**config.mk**
```make
export PLATFORM = sky130hd
export DESIGN_NAME = fpo_flash_ctl
export DESIGN_NICKNAME = d
export VERILOG_FILES = /design/src/rtl/fpo_pkg.sv /design/src/rtl/fpo_load_if.sv /design/src/rtl/fpo_flash_ctl.sv /design/src/rtl/fpo_option_loader.sv /design/src/rtl/fpo_trim_bank.sv
export VERILOG_INCLUDE_DIRS = /design/src /design/src/rtl
export SDC_FILE = /design/constraint.sdc
export NUM_CORES = 1
export LEC_CHECK = 0
export BUFFER_PORTS_ARGS = -buffer_cell sky130_fd_sc_hd__buf_2
export CAP_MARGIN = 20
export CORE_UTILIZATION = 49
export CTS_CLUSTER_SIZE = 10
export DETAILED_ROUTE_END_ITERATION = 10
export GPL_TIMING_DRIVEN = 0
export PLACE_DENSITY = 0.79
export SLEW_MARGIN = 10
export SYNTH_ARGS = -nofsm -noshare
export SYNTH_HDL_FRONTEND = slang
export SYNTH_SLANG_ARGS = --single-unit
```
**constraint.sdc**
```tcl
create_clock -name clk -period 3.3 [get_ports clk]
set_input_delay 0.33 -clock clk [delete_from_list [all_inputs] [get_ports clk]]
set_output_delay 0.33 -clock clk [all_outputs]
set_load 0.01 [all_outputs]
```
**src/rtl/fpo_regs.svh**
```systemverilog
/*
  Register offsets, field positions, reset values and load counts of the
  flash page, protect and option-load block.
  Assumes a 12-bit register file address and an 8-bit data path.
*/
`ifndef FPO_REGS_SVH
`define FPO_REGS_SVH

// Register file addresses
`define FPO_ADDR_TRIM_IDX   12'hFF6
`define FPO_ADDR_TRIM_DATA  12'hFF7
`define FPO_ADDR_FLASH_CMD  12'hFF8
`define FPO_ADDR_PAGE_PROT  12'hFF9

// Command code that opens the protect register
`define FPO_CMD_PROT_ACCESS 8'h5E

// Field positions
`define FPO_INFO_SEL_BIT    7
`define FPO_RSVD_BIT        6
`define FPO_PROT_EN_BIT     7
`define FPO_PAGE_MSB        5
`define FPO_TRIM_IDX_MSB    4

// Writable bits of page select and block protect (bit 6 reserved)
`define FPO_WR_MASK         8'hBF

// Reset values
`define FPO_PAGE_SEL_RST    8'h00
`define FPO_PROT_RST        8'h00
`define FPO_TRIM_IDX_RST    5'h00

// Program memory window of the information area
`define FPO_INFO_BASE       16'hFE00

// Information area offset of trim byte 0
`define FPO_TRIM_INFO_BASE  9'h020

// Option load: two user option bytes then 32 trim bytes
`define FPO_OPT_BYTES       6'h02
`define FPO_LOAD_STEPS      6'h22

`endif

```
**src/rtl/fpo_pkg.sv**
```systemverilog
/*
  Types of the flash page, protect and option-load block.
  Assumes fpo_regs.svh is compiled alongside.
*/
`default_nettype none

package fpo_pkg;

  // Option loader sequence
  typedef enum logic [3:0] {
    FPO_LD_IDLE  = 4'h1,
    FPO_LD_RUN   = 4'h2,
    FPO_LD_DRAIN = 4'h4,
    FPO_LD_DONE  = 4'h8
  } fpo_ld_state_t;

  // Top-level register state
  typedef struct packed {
    logic [7:0]  pageSel;
    logic [7:0]  prot;
    logic        protSel;
    logic [4:0]  trimIdx;
    logic [7:0]  rdData;
    logic [14:0] arrAddr;
    logic        arrInfo;
  } fpo_top_t;

  // Loader state
  typedef struct packed {
    fpo_ld_state_t st;
    logic [5:0]    cnt;
    logic          v1;
    logic [5:0]    i1;
    logic [7:0]    opt0;
    logic [7:0]    opt1;
  } fpo_loader_t;

  // Working trim bytes
  typedef struct packed {
    logic [31:0][7:0] trim;
  } fpo_bank_t;

endpackage

`default_nettype wire

```
**src/rtl/fpo_load_if.sv**
```systemverilog
/*
  Carrier from the option loader to the trim bank: one write per cycle.
  Assumes both ends run on the same clock.
*/
`default_nettype none

interface fpo_load_if;
  logic       ldEn;
  logic [4:0] ldIdx;
  logic [7:0] ldData;

  modport loader (output ldEn, output ldIdx, output ldData);
  modport bank   (input ldEn, input ldIdx, input ldData);
endinterface

`default_nettype wire

```
**src/rtl/fpo_flash_ctl.sv**
```systemverilog
/*
  Flash page select, block protect, information window, option load and
  trim portal, as seen from the processor register file.
  Assumes the unlock/erase sequencer reports its locked state on ctlLocked
  and the flash array answers arrAddr/arrInfo within the next cycle.
*/
// Contract
// - Shared address writes page select by default
// - Pages are 512 bytes, six-bit page match
// - Page field gives address bits 14 to 9
// - Info select maps info area at FE00h
// - Bit 6 reserved, reads zero
// - Code 5Eh while locked selects protect register
// - Any other command write deselects protect register
// - Protect resets clear, sticky once enabled
// - Pages below protect size are protected
// - Protect bit 7 enables protection
// - Option bits loaded at reset and recovery
// - Load completes before processor runs
// - Option changes act only after reload
// - Option registers hidden from software
// - User options are program bytes 0 and 1
// - Index then data write updates trim
// - Index then data read returns trim
// - Portal reaches info 20h to 3Fh only
// - Portal writes touch working copies only
// - Info FE00h-FE1Fh returns factory options
// - Info FE40h-FE57h returns device data
// - Trim index register at FF6h
// - Trim data portal at FF7h
`default_nettype none
`include "fpo_regs.svh"

module fpo_flash_ctl (
  // Clock and reset
  input  wire logic        clk,
  input  wire logic        nrst,
  // Register file access
  input  wire logic [11:0] regAddr,
  input  wire logic        regWrEn,
  input  wire logic        regRdEn,
  input  wire logic [7:0]  regWrData,
  output logic [7:0]       regRdData,
  // Flash command sequencer
  input  wire logic        ctlLocked,
  input  wire logic [14:0] pgmAddr,
  output logic [5:0]       pageNum,
  output logic             infoSel,
  output logic             pgmBlocked,
  output logic             eraseBlocked,
  // Program memory fetch and flash array
  input  wire logic [15:0] pmAddr,
  input  wire logic [7:0]  arrRdData,
  output logic [14:0]      arrAddr,
  output logic             arrInfo,
  // Reset, recovery and configuration
  input  wire logic        smrReq,
  output logic             cpuRunEn,
  output logic [7:0]       optUser0,
  output logic [7:0]       optUser1,
  output logic [255:0]     trimWork
);
  import fpo_pkg::*;

  fpo_top_t s_r;
  fpo_top_t s_nxt;

  logic        ldBusy;
  logic [14:0] ldAddr;
  logic        ldInfo;
  logic [7:0]  trimRd;
  logic        wrCmd;
  logic        wrShared;
  logic        wrTrimData;
  logic        protEn;
  logic [5:0]  protSize;

  fpo_load_if ldBus ();

  //////////////////////////////////////////////////////////////////////////////
  // Submodules
  fpo_option_loader uLoader (
    .clk       (clk),
    .nrst      (nrst),
    .smrReq    (smrReq),
    .ldAddr    (ldAddr),
    .ldInfo    (ldInfo),
    .arrRdData (arrRdData),
    .busy      (ldBusy),
    .optUser0  (optUser0),
    .optUser1  (optUser1),
    .ld        (ldBus.loader)
  );

  fpo_trim_bank uBank (
    .clk      (clk),
    .nrst     (nrst),
    .ld       (ldBus.bank),
    .wrEn     (wrTrimData),
    .idx      (s_r.trimIdx),
    .wrData   (regWrData),
    .rdData   (trimRd),
    .trimWork (trimWork)
  );

  //////////////////////////////////////////////////////////////////////////////
  // Write decode
  assign wrCmd      = regWrEn && (regAddr == `FPO_ADDR_FLASH_CMD);
  assign wrShared   = regWrEn && (regAddr == `FPO_ADDR_PAGE_PROT);
  assign wrTrimData = regWrEn && (regAddr == `FPO_ADDR_TRIM_DATA);
  assign protEn     = s_r.prot[`FPO_PROT_EN_BIT];
  assign protSize   = s_r.prot[`FPO_PAGE_MSB:0];

  //////////////////////////////////////////////////////////////////////////////
  // Next state of registers, read data and array address
  always_comb begin
    s_nxt = s_r;
    // Command writes select or release the protect register
    if (wrCmd) begin
      s_nxt.protSel = (regWrData == `FPO_CMD_PROT_ACCESS) && ctlLocked;
    end
    // Shared address: protect register only while selected
    if (wrShared) begin
      if (s_r.protSel) begin
        if (protEn) begin
          s_nxt.prot = s_r.prot | (regWrData & `FPO_WR_MASK);
        end else begin
          s_nxt.prot = regWrData & `FPO_WR_MASK;
        end
      end else begin
        s_nxt.pageSel = regWrData & `FPO_WR_MASK;
      end
    end
    // Index register keeps five bits only
    if (regWrEn && (regAddr == `FPO_ADDR_TRIM_IDX)) begin
      s_nxt.trimIdx = regWrData[`FPO_TRIM_IDX_MSB:0];
    end
    // Read data is held until the next read
    if (regRdEn) begin
      case (regAddr)
        `FPO_ADDR_TRIM_IDX:  s_nxt.rdData = {3'h0, s_r.trimIdx};
        `FPO_ADDR_TRIM_DATA: s_nxt.rdData = trimRd;
        `FPO_ADDR_PAGE_PROT: s_nxt.rdData = s_r.protSel ? s_r.prot : s_r.pageSel;
        default:             s_nxt.rdData = 8'h00;
      endcase
    end
    // Loader owns the array until done, then fetch addresses map through
    if (ldBusy) begin
      s_nxt.arrAddr = ldAddr;
      s_nxt.arrInfo = ldInfo;
    end else if (infoSel && (pmAddr >= `FPO_INFO_BASE)) begin
      s_nxt.arrAddr = {6'h00, pmAddr[8:0]};
      s_nxt.arrInfo = 1'b1;
    end else begin
      s_nxt.arrAddr = pmAddr[14:0];
      s_nxt.arrInfo = 1'b0;
    end
  end

  //////////////////////////////////////////////////////////////////////////////
  // State register
  always_ff @(posedge clk or negedge nrst) begin
    if (!nrst) begin
      s_r <= '{pageSel: `FPO_PAGE_SEL_RST, prot: `FPO_PROT_RST,
               trimIdx: `FPO_TRIM_IDX_RST, default: '0};
    end else begin
      s_r <= s_nxt;
    end
  end

  //////////////////////////////////////////////////////////////////////////////
  // Outputs
  assign regRdData = s_r.rdData;
  assign pageNum   = s_r.pageSel[`FPO_PAGE_MSB:0];
  assign infoSel   = s_r.pageSel[`FPO_INFO_SEL_BIT];
  // Program limited to the selected 512-byte page, outside protected block
  assign pgmBlocked = (pgmAddr[14:9] != pageNum) ||
                      (protEn && (pgmAddr[14:9] < protSize));
  // Erase of the selected page refused when it lies in the block
  assign eraseBlocked = protEn && (pageNum < protSize);
  assign arrAddr   = s_r.arrAddr;
  assign arrInfo   = s_r.arrInfo;
  assign cpuRunEn  = !ldBusy;
endmodule

`default_nettype wire

```
**src/rtl/fpo_option_loader.sv**
```systemverilog
/*
  Reads the two user option bytes and the 32 factory trim bytes out of
  flash after reset and after stop-mode recovery.
  Assumes the flash array answers the registered address in the next cycle.
*/
`default_nettype none
`include "fpo_regs.svh"

module fpo_option_loader (
  // Clock and reset
  input  wire logic   clk,
  input  wire logic   nrst,
  // Restart request
  input  wire logic   smrReq,
  // Flash read request and answer
  output logic [14:0] ldAddr,
  output logic        ldInfo,
  input  wire logic [7:0] arrRdData,
  // Status and option configuration
  output logic        busy,
  output logic [7:0]  optUser0,
  output logic [7:0]  optUser1,
  // Trim initialisation writes
  fpo_load_if.loader  ld
);
  import fpo_pkg::*;

  fpo_loader_t s_r;
  fpo_loader_t s_nxt;

  //////////////////////////////////////////////////////////////////////////////
  // Sequence: issue one address per cycle, capture it one cycle later
  always_comb begin
    s_nxt = s_r;
    s_nxt.v1 = 1'b0;
    ldInfo = (s_r.cnt >= `FPO_OPT_BYTES);
    if (s_r.cnt < `FPO_OPT_BYTES) begin
      ldAddr = 15'(s_r.cnt);
    end else begin
      ldAddr = 15'(`FPO_TRIM_INFO_BASE + 9'(s_r.cnt - `FPO_OPT_BYTES));
    end
    ld.ldEn = 1'b0;
    ld.ldIdx = 5'(s_r.i1 - `FPO_OPT_BYTES);
    ld.ldData = arrRdData;
    // Capture the byte read for the previous address
    if (s_r.v1) begin
      if (s_r.i1 == 6'h00) begin
        s_nxt.opt0 = arrRdData;
      end else if (s_r.i1 == 6'h01) begin
        s_nxt.opt1 = arrRdData;
      end else begin
        ld.ldEn = 1'b1;
      end
    end
    case (s_r.st)
      FPO_LD_IDLE: begin
        s_nxt.cnt = 6'h00;
        s_nxt.st = FPO_LD_RUN;
      end
      FPO_LD_RUN: begin
        s_nxt.v1 = 1'b1;
        s_nxt.i1 = s_r.cnt;
        if (s_r.cnt == `FPO_LOAD_STEPS - 6'h01) begin
          s_nxt.st = FPO_LD_DRAIN;
        end else begin
          s_nxt.cnt = s_r.cnt + 6'h01;
        end
      end
      FPO_LD_DRAIN: s_nxt.st = FPO_LD_DONE;
      FPO_LD_DONE:  s_nxt.st = FPO_LD_DONE;
      default:      s_nxt.st = FPO_LD_IDLE;
    endcase
    // Stop-mode recovery reloads everything
    if (smrReq) begin
      s_nxt.st = FPO_LD_IDLE;
      s_nxt.v1 = 1'b0;
    end
  end

  //////////////////////////////////////////////////////////////////////////////
  // State register; option bytes change only through a load
  always_ff @(posedge clk or negedge nrst) begin
    if (!nrst) begin
      s_r <= '{st: FPO_LD_IDLE, default: '0};
    end else begin
      s_r <= s_nxt;
    end
  end

  // Outputs
  assign busy = (s_r.st != FPO_LD_DONE);
  assign optUser0 = s_r.opt0;
  assign optUser1 = s_r.opt1;

endmodule

`default_nettype wire

```
**src/rtl/fpo_trim_bank.sv**
```systemverilog
/*
  The 32 volatile working trim bytes, filled by the loader and reached
  by software through the index and data portal.
  Assumes the loader and the portal never write in the same cycle.
*/
`default_nettype none
`include "fpo_regs.svh"

module fpo_trim_bank (
  // Clock and reset
  input  wire logic   clk,
  input  wire logic   nrst,
  // Load writes
  fpo_load_if.bank    ld,
  // Software portal
  input  wire logic       wrEn,
  input  wire logic [4:0] idx,
  input  wire logic [7:0] wrData,
  output logic [7:0]  rdData,
  // Working values to the analog blocks
  output logic [255:0] trimWork
);
  import fpo_pkg::*;

  fpo_bank_t s_r;
  fpo_bank_t s_nxt;

  //////////////////////////////////////////////////////////////////////////////
  // Load wins over a portal write; flash is never written from here
  always_comb begin
    s_nxt = s_r;
    if (ld.ldEn) begin
      s_nxt.trim[ld.ldIdx] = ld.ldData;
    end else if (wrEn) begin
      s_nxt.trim[idx] = wrData;
    end
  end

  always_ff @(posedge clk or negedge nrst) begin
    if (!nrst) begin
      s_r <= '0;
    end else begin
      s_r <= s_nxt;
    end
  end

  // Portal read and flat output
  assign rdData = s_r.trim[idx];
  assign trimWork = s_r.trim;

endmodule

`default_nettype wire

```
==> results.yml, run 1 <==
setup_path:
  cp-startpoint: "s_r[24]"
  path_buf_inv: 3
  critPathKind: "reg2reg"
  cp_common_cell: "clkbuf_1"
  crit_required_ps: 3730
  slowest_stage: "nor4_2"
  cp_slowest_stage_delay_ps: 560
  crit_family: "buffers and inverters"
  start_kind: "flop"
  worstReg2RegStart: "s_r[24]"
  cp_data_arrival_time_ps: 3790
  cp_max_fo: 10
  crit_chain: "clkbuf_1 > clkbuf_1 > buf_2 > mux2i_1 > o22ai_1 > nor4_2 > a21oi_1 > a211o_1"
  crit_path_end_kind: "flop"
pwr:
  p_per_area_mw_per_mm2: 404
  peakVddDrop_mv: 0.336
  p_leak_nw: 10.7
clocking:
  cts_setup_buffers: 0
  cts_num_sinks: 333
  root_buffer: "clkbuf_16"
  htree_num_levels: 2
  cts_tree: "yes"
  clock_path_buffers: 3
  path_clk_slew_ps: 60
  worstSkewPairLatency_ps: 570
  cts_buffers: 40
finish:
  antenna_cells: 0
  utilization_pct: 60.0
  final_nets: 2172
  area_growth_pct: 20.6
  layout-drive-gt1-share_pct: 39.2
timing:
  final.min_clock_period_ps: 3360
  worst_pin_slew_ps: 1160
  finalSetupViolCount: 3
  fin_setup_tns_ps: -131
  max_slew_margin_pct: 22.8
  finalWorstSetupSlack_ps: -58.8
  rsz0062_at_grt: "true"
  hold_viol: 0
  period_share_pct: 102
  fmax_mhz: 298
  finClkSkew_ps: 27.6
  finalMaxSlewViolations: 0
placed_design:
  hpwlAfterDp_um: 56800
  io_buffers: 360
  gp_congestion: 1.04
synth:
  synth_edf_count: 0
  synth_top_family_by_area: "multiplexers"
  ys.flop_type: "dfrtp_1"
  synth_fp_nets: 1758
  synth_common_cells: "332 x dfrtp_1, 324 x o22ai_1, 271 x mux2_2"
  yosysMostFrequentCell: "dfrtp_1"
  synth-xor-area-share_pct: 0.750
  synth.distinct_cells: 64
  synth_area_leaders: "dfrtp_1 44%, mux2_2 16%, o22ai_1 11%"
  synth-adder-area-share_pct: 1.21
  synth_compound_area_share_pct: 15.8
  yosys_warnings: 0
  synth_area_mm2: 0.0187
  synth_top_area_cell: "dfrtp_1"
  yosysSeqAreaShare_pct: 44.6
  ys_seq_elements: 333
  synth.avg_cell_area_um2: 11.2
  synth_cells: 1675
  synthArstFlopShare_pct: 100
  synth_top_area_share_pct: 44.5
  yosys-mux-area-fraction_pct: 24.4
  synth-simple-area-share_pct: 8.21
outcome:
  violations: "negative setup slack"
  status: "finished with violations"
floorplan:
  start_util_pct: 49.7
  fp.dieW_um: 197
  rows: 71
  die_area_mm2: 0.0389
  core_mm2: 0.0376
  io_pins: 371
  fp.dieH_um: 197
detailed_routing:
  ant_nets: 0
  dr_total_vias: 17533
  drt-total-wl_um: 77500
  drt_pre_antenna_iters: 6
  drcViolationCount: 0
  drtIter0Drc: 2133
  viasPerCell: 6.70
  routedWlPerCell_um: 29.6
global_route:
  grt_pass1_wl_um: 111000
  grt-ovfl-total: 0
  grt_pass1_vias: 16854
  grt_use_total_pct: 39.1
  grt_max_degree: 111
  antenna_found_initial: 1
run:
  maxCapViolCount: 0
worst_hold_path:
  hold_start: "pmAddr[2]"
  hp-class: "in2reg"
-- worst reg2reg max path, stage by stage, from the launching register on --
cell,delay [ps]
dfrtp_1,330
clkbuf_1,360
clkbuf_1,350
buf_2,530
mux2i_1,250
o22ai_1,260
nor4_2,560
a21oi_1,280
a211o_1,330
-- state kept, by name, summed over array words and instances (netlist names) --
name / flops
uLoader.optUser1: 8
regRdData: 8
protSize: 6
uBank.trimWork: 256
uLoader.s_r: 17
pageNum: 6
arrAddr: 15
uLoader.optUser0: 8
protEn: 1
arrInfo: 1
infoSel: 1
s_r: 6
-- layout make-up --
cell class | instances | area [um2]
Sequential cell | 333 | 8330
Tap cell | 511 | 639
Buffer | 163 | 842
Clock buffer | 54 | 1090
Clock inverter | 4 | 30.0
Inverter | 34 | 128
Multi-Input combinational cell | 1143 | 9450
Fill cell | 3133 | 15000
Timing Repair Buffer | 374 | 2020
-- power by group --
| part | switching, W | internal [W] |
|---|---|---|
| clock network | 0.00173 | 0.00229 |
| logic | 0.000498 | 0.000337 |
| registers | 0.0000650 | 0.00419 |
-- routing by layer --
metal | share of wire, % | track usage (%) | wire length, um | vias up
met3 | 13 | 11.3 | 9880 | 335
met2 | 43 | 58.4 | 33000 | 1442
met1 | 38 | 50.8 | 29200 | 8561
li1 | - | - | - | 7195
met5 | 0 | 0 | 0 | -
met4 | 6.8 | 22.2 | 5300 | 0
-- stage by stage --
stage	power, W	instances	hold slack [ps]	setup WS, ps	cell area, um2
6_report	0.00911	2616	10.4	-58.8	22500
5_1_grt	0.00933	2616	2.04	-57.5	22500
4_1_cts	0.00908	2615	0.747	-142	22500
3_5_place_dp	0.00513	2553	289	-226	21300
3_3_place_gp	0.00509	2546	465	-4410	21100
2_1_floorplan	0.00474	1675	34.4	610	18700
-- kinds of logic after synthesis --
| group | after synthesis |
|---|---|
| muxes | 419 |
| and+or+nand+nor | 270 |
| DFF | 333 |
| buffers and inverters | 199 |
| adders and majority gates | 18 |
| xor gates and xnor gates | 16 |
| AOI/OAI and AO/OA | 420 |
-- path summary, 6_finish.rpt --
check / end / slack, ps / cells past startpoint
setup / recovery: regRdData[3] / -60 / 8
hold reg to reg: regRdData[6] / 480 / 1
setup reg to reg: regRdData[3] / -60 / 8
min in group asynchronous: uBank.trimWork[128] / 300 / 2
max in group asynchronous: uBank.trimWork[208] / 1740 / 4
hold / removal: arrAddr[2] / 10 / 3
-- placed cells by master, fill, tap and decap left out, types with 6 or more instances in the layout --
cell       instances
buf_1              8
nand4bb_1          6
clkbuf_16         41
and3_1             7
nand3_2            8
a31oi_2            9
nand3_1           12
xnor2_1            8
mux2_2           271
mux2_1            13
nand2_1           90
and2_1            10
xor2_1             8
nand2b_1           7
clkbuf_1          93
nor2_1            32
a21oi_1           12
a211o_1            7
o21ai_0           15
nand4_1           12
nor4_1            15
buf_4             49
o22ai_1          324
buf_2            377
nor3_1            10
inv_1             33
ha_1              18
dfrtp_1          332
nor2b_1           12
nand3b_1           8
mux2i_1          135
a2bb2oi_2         16
a22o_1            10
-- repair_timing --
action / CTS / global route
hold buffers: 4 / 0
endpoints found under the setup margin: 78 / 155
hold endpoints to repair: 58 / 0
resized for setup: 9 / 14
No activity file was read; power rests on OpenSTA's default activity.
==> run 2: changes to the inputs <==
--- a/config.mk
+++ b/config.mk
@@ -8,12 +8,15 @@
 export LEC_CHECK = 0
 export BUFFER_PORTS_ARGS = -buffer_cell sky130_fd_sc_hd__buf_2
 export CAP_MARGIN = 20
-export CORE_UTILIZATION = 49
+export CELL_PAD_IN_SITES_DETAIL_PLACEMENT = 0
+export CELL_PAD_IN_SITES_GLOBAL_PLACEMENT = 2
+export CORE_UTILIZATION = 36
 export CTS_CLUSTER_SIZE = 10
 export DETAILED_ROUTE_END_ITERATION = 10
 export GPL_TIMING_DRIVEN = 0
-export PLACE_DENSITY = 0.79
+export PLACE_DENSITY = 0.87
 export SLEW_MARGIN = 10
 export SYNTH_ARGS = -nofsm -noshare
 export SYNTH_HDL_FRONTEND = slang
+export SYNTH_HIERARCHICAL = 1
 export SYNTH_SLANG_ARGS = --single-unit
==> results.yml, run 2 <==
synth:
  synth.distinct_cells: 69
  synth_edf_count: 0
  synthArstFlopShare_pct: 100
  ys_seq_elements: 333
  synth_cells: 1648
  synth_top_area_share_pct: 44.1
  ys.flop_type: "dfrtp_1"
  yosysSeqAreaShare_pct: 44.2
  synth.avg_cell_area_um2: 11.4
  yosys_warnings: 6
  synth_top_area_cell: "dfrtp_1"
  synth_area_mm2: 0.0188
  synth_area_leaders: "dfrtp_1 44%, mux2_2 17%, o22ai_1 11%"
  yosysMostFrequentCell: "dfrtp_1"
  synth_common_cells: "332 x dfrtp_1, 327 x o22ai_1, 290 x mux2_2"
global_route:
  busiest_layer: "met2"
  grt_max_degree: 111
  grt_use_total_pct: 30.1
  antenna_found_initial: 1
  grtUsageMet3_pct: 7.60
  grt_use_met1_pct: 40.4
  grt-ovfl-total: 0
  grtUsageMet2_pct: 45.5
  grt_pass1_vias: 16738
  grt_pass1_wl_um: 117000
finish:
  area_growth_pct: 22.3
  final_nets: 2157
  mostFrequentLayoutCells: "383 x buf_2, 332 x dfrtp_1, 327 x o22ai_1, 290 x mux2_2, 135 x mux2i_1"
  largest_register_ff_count: 256
  layout-drive-gt1-share_pct: 43.0
  stdcell_count: 2766
  antenna_cells: 0
  utilization_pct: 44.8
  final_common_cell: "buf_2"
timing:
  finalWorstSetupSlack_ps: 19.7
  max_slew_margin_pct: 22.2
  final.min_clock_period_ps: 3280
  finalMaxSlewViolations: 0
  rsz0062_at_grt: "true"
  period_share_pct: 99.4
  fmax_mhz: 305
  worst_pin_slew_ps: 1170
  finClkSkew_ps: 15.8
  fin_setup_tns_ps: 0
  finalSetupViolCount: 0
  hold_viol: 0
clocking:
  cts_buffers: 40
  clock_path_buffers: 3
  root_buffer: "clkbuf_16"
  cts_tree: "yes"
  htree_num_levels: 2
  worstSkewPairLatency_ps: 570
  cts_num_sinks: 333
  path_clk_slew_ps: 50
worst_hold_path:
  hp-class: "in2reg"
  min_path_cells: 2
  hold_start: "arrRdData[5]"
placed_design:
  io_buffers: 360
  post-place-ws_ps: -612
  gp_congestion: 1.05
  hpwlAfterDp_um: 61000
  dp.cells: 2695
detailed_routing:
  drt_pre_antenna_iters: 6
  ant_nets: 0
  viasPerCell: 6.09
  drcViolationCount: 0
  drtIter0Drc: 1964
  dr_total_vias: 16854
  routedWlPerCell_um: 29.5
  drt-total-wl_um: 81700
setup_path:
  cp_max_fo: 10
  critPathKind: "reg2reg"
  cp_data_arrival_time_ps: 3710
  start_kind: "flop"
  cp-startpoint: "s_r[25]"
  crit_family: "buffers and inverters"
  path_buf_inv: 3
  crit_cells: 9
  crit_required_ps: 3730
  cp_slowest_stage_delay_ps: 540
  r2r_cells: 9
  slowest_stage: "nor4_1"
  crit_chain: "buf_2 > buf_2 > clkbuf_2 > mux2i_1 > o22ai_1 > nor4_1 > nand2_1 > a221oi_1 > o22ai_1"
  worstReg2RegStart: "s_r[25]"
  crit_path_end_kind: "flop"
floorplan:
  rows: 83
  start_util_pct: 36.6
  core_mm2: 0.0515
  fp.dieW_um: 231
  io_pins: 371
  die_area_mm2: 0.0533
  fp.dieH_um: 231
pwr:
  peakVddDrop_mv: 0.323
  power_frac_comb_pct: 13.3
  p_sw_w: 0.00256
  power.total_w: 0.00963
  p_leak_nw: 10.5
  clkPwrFrac_pct: 41.8
  p_per_area_mw_per_mm2: 418
  p_int_w: 0.00706
  sequentialPowerShare_pct: 44.9
  switching_share_pct: 26.6
outcome:
  status: "finished clean"
run:
  maxCapViolCount: 0
-- run 2: per-stage QoR --
stage	cell area, um2	hold slack [ps]
detailed placement	21600	436
CTS	22900	3.30
floorplan	18900	34.4
finish	23100	30.2
global placement	21500	472
global route	23100	36.6
-- run 2: final timing paths --
check	endpoint	slack (ps)
worst max-delay path	regRdData[1]	20
worst min-delay path	uLoader/optUser0[5]	30
worst max register to register	regRdData[1]	20
worst min register to register	uLoader/s_r[21]	490
max in group asynchronous	arrAddr[6]	1670
min in group asynchronous	uBank/trimWork[172]	400
-- run 2: area by class of cell --
type,instances,area [um2]
flip-flops and latches,333,8330
multi-input cells,1114,9590
inverters,26,97.6
plain buffers,179,987
repair buffers,380,2060
clock inverters,3,22.5
fillers,4935,28500
well taps,680,851
clock buffers,51,1100
-- run 2: cells by family (layout without fill, tap and decap cells) --
group / count (synthesis) / after routing / share of synthesized area (%)
simple gates: 238 / 238 / 7.57
mux: 433 / 433 / 25.0
buf+inv: 205 / 639 / 5.66
xor+xnor: 12 / 12 / 0.558
flops: 333 / 333 / 44.2
fa+ha+maj: 18 / 18 / 1.20
compound gates: 408 / 408 / 15.8
other cells: 1 / 5 / 0.0199
-- run 2: timing repair --
action                     in CTS  in global routing
hold buffers                   17                  0
setup endpoints to repair       7                103
resized for setup              13                 25
hold endpoints to repair      113                  0
setup buffers                   0                  0
cloned                          0                  0
-- run 2: power by group through the flow --
stage                     Sequential, W  Combinational [W]  Clock (W)
after floorplan                 0.00437           0.000720          0
after global placement          0.00439            0.00119          0
after detailed placement        0.00439            0.00122          0
after CTS                       0.00432            0.00124    0.00410
after global routing            0.00434            0.00135    0.00425
final                           0.00432            0.00128    0.00403
-- run 2: routing by layer --
metal  part of all wire (%)  up-vias
met3                     10      206
met4                    4.5        0
met2                     44     1004
met5                      0        -
met1                     41     8505
li1                       -     7139
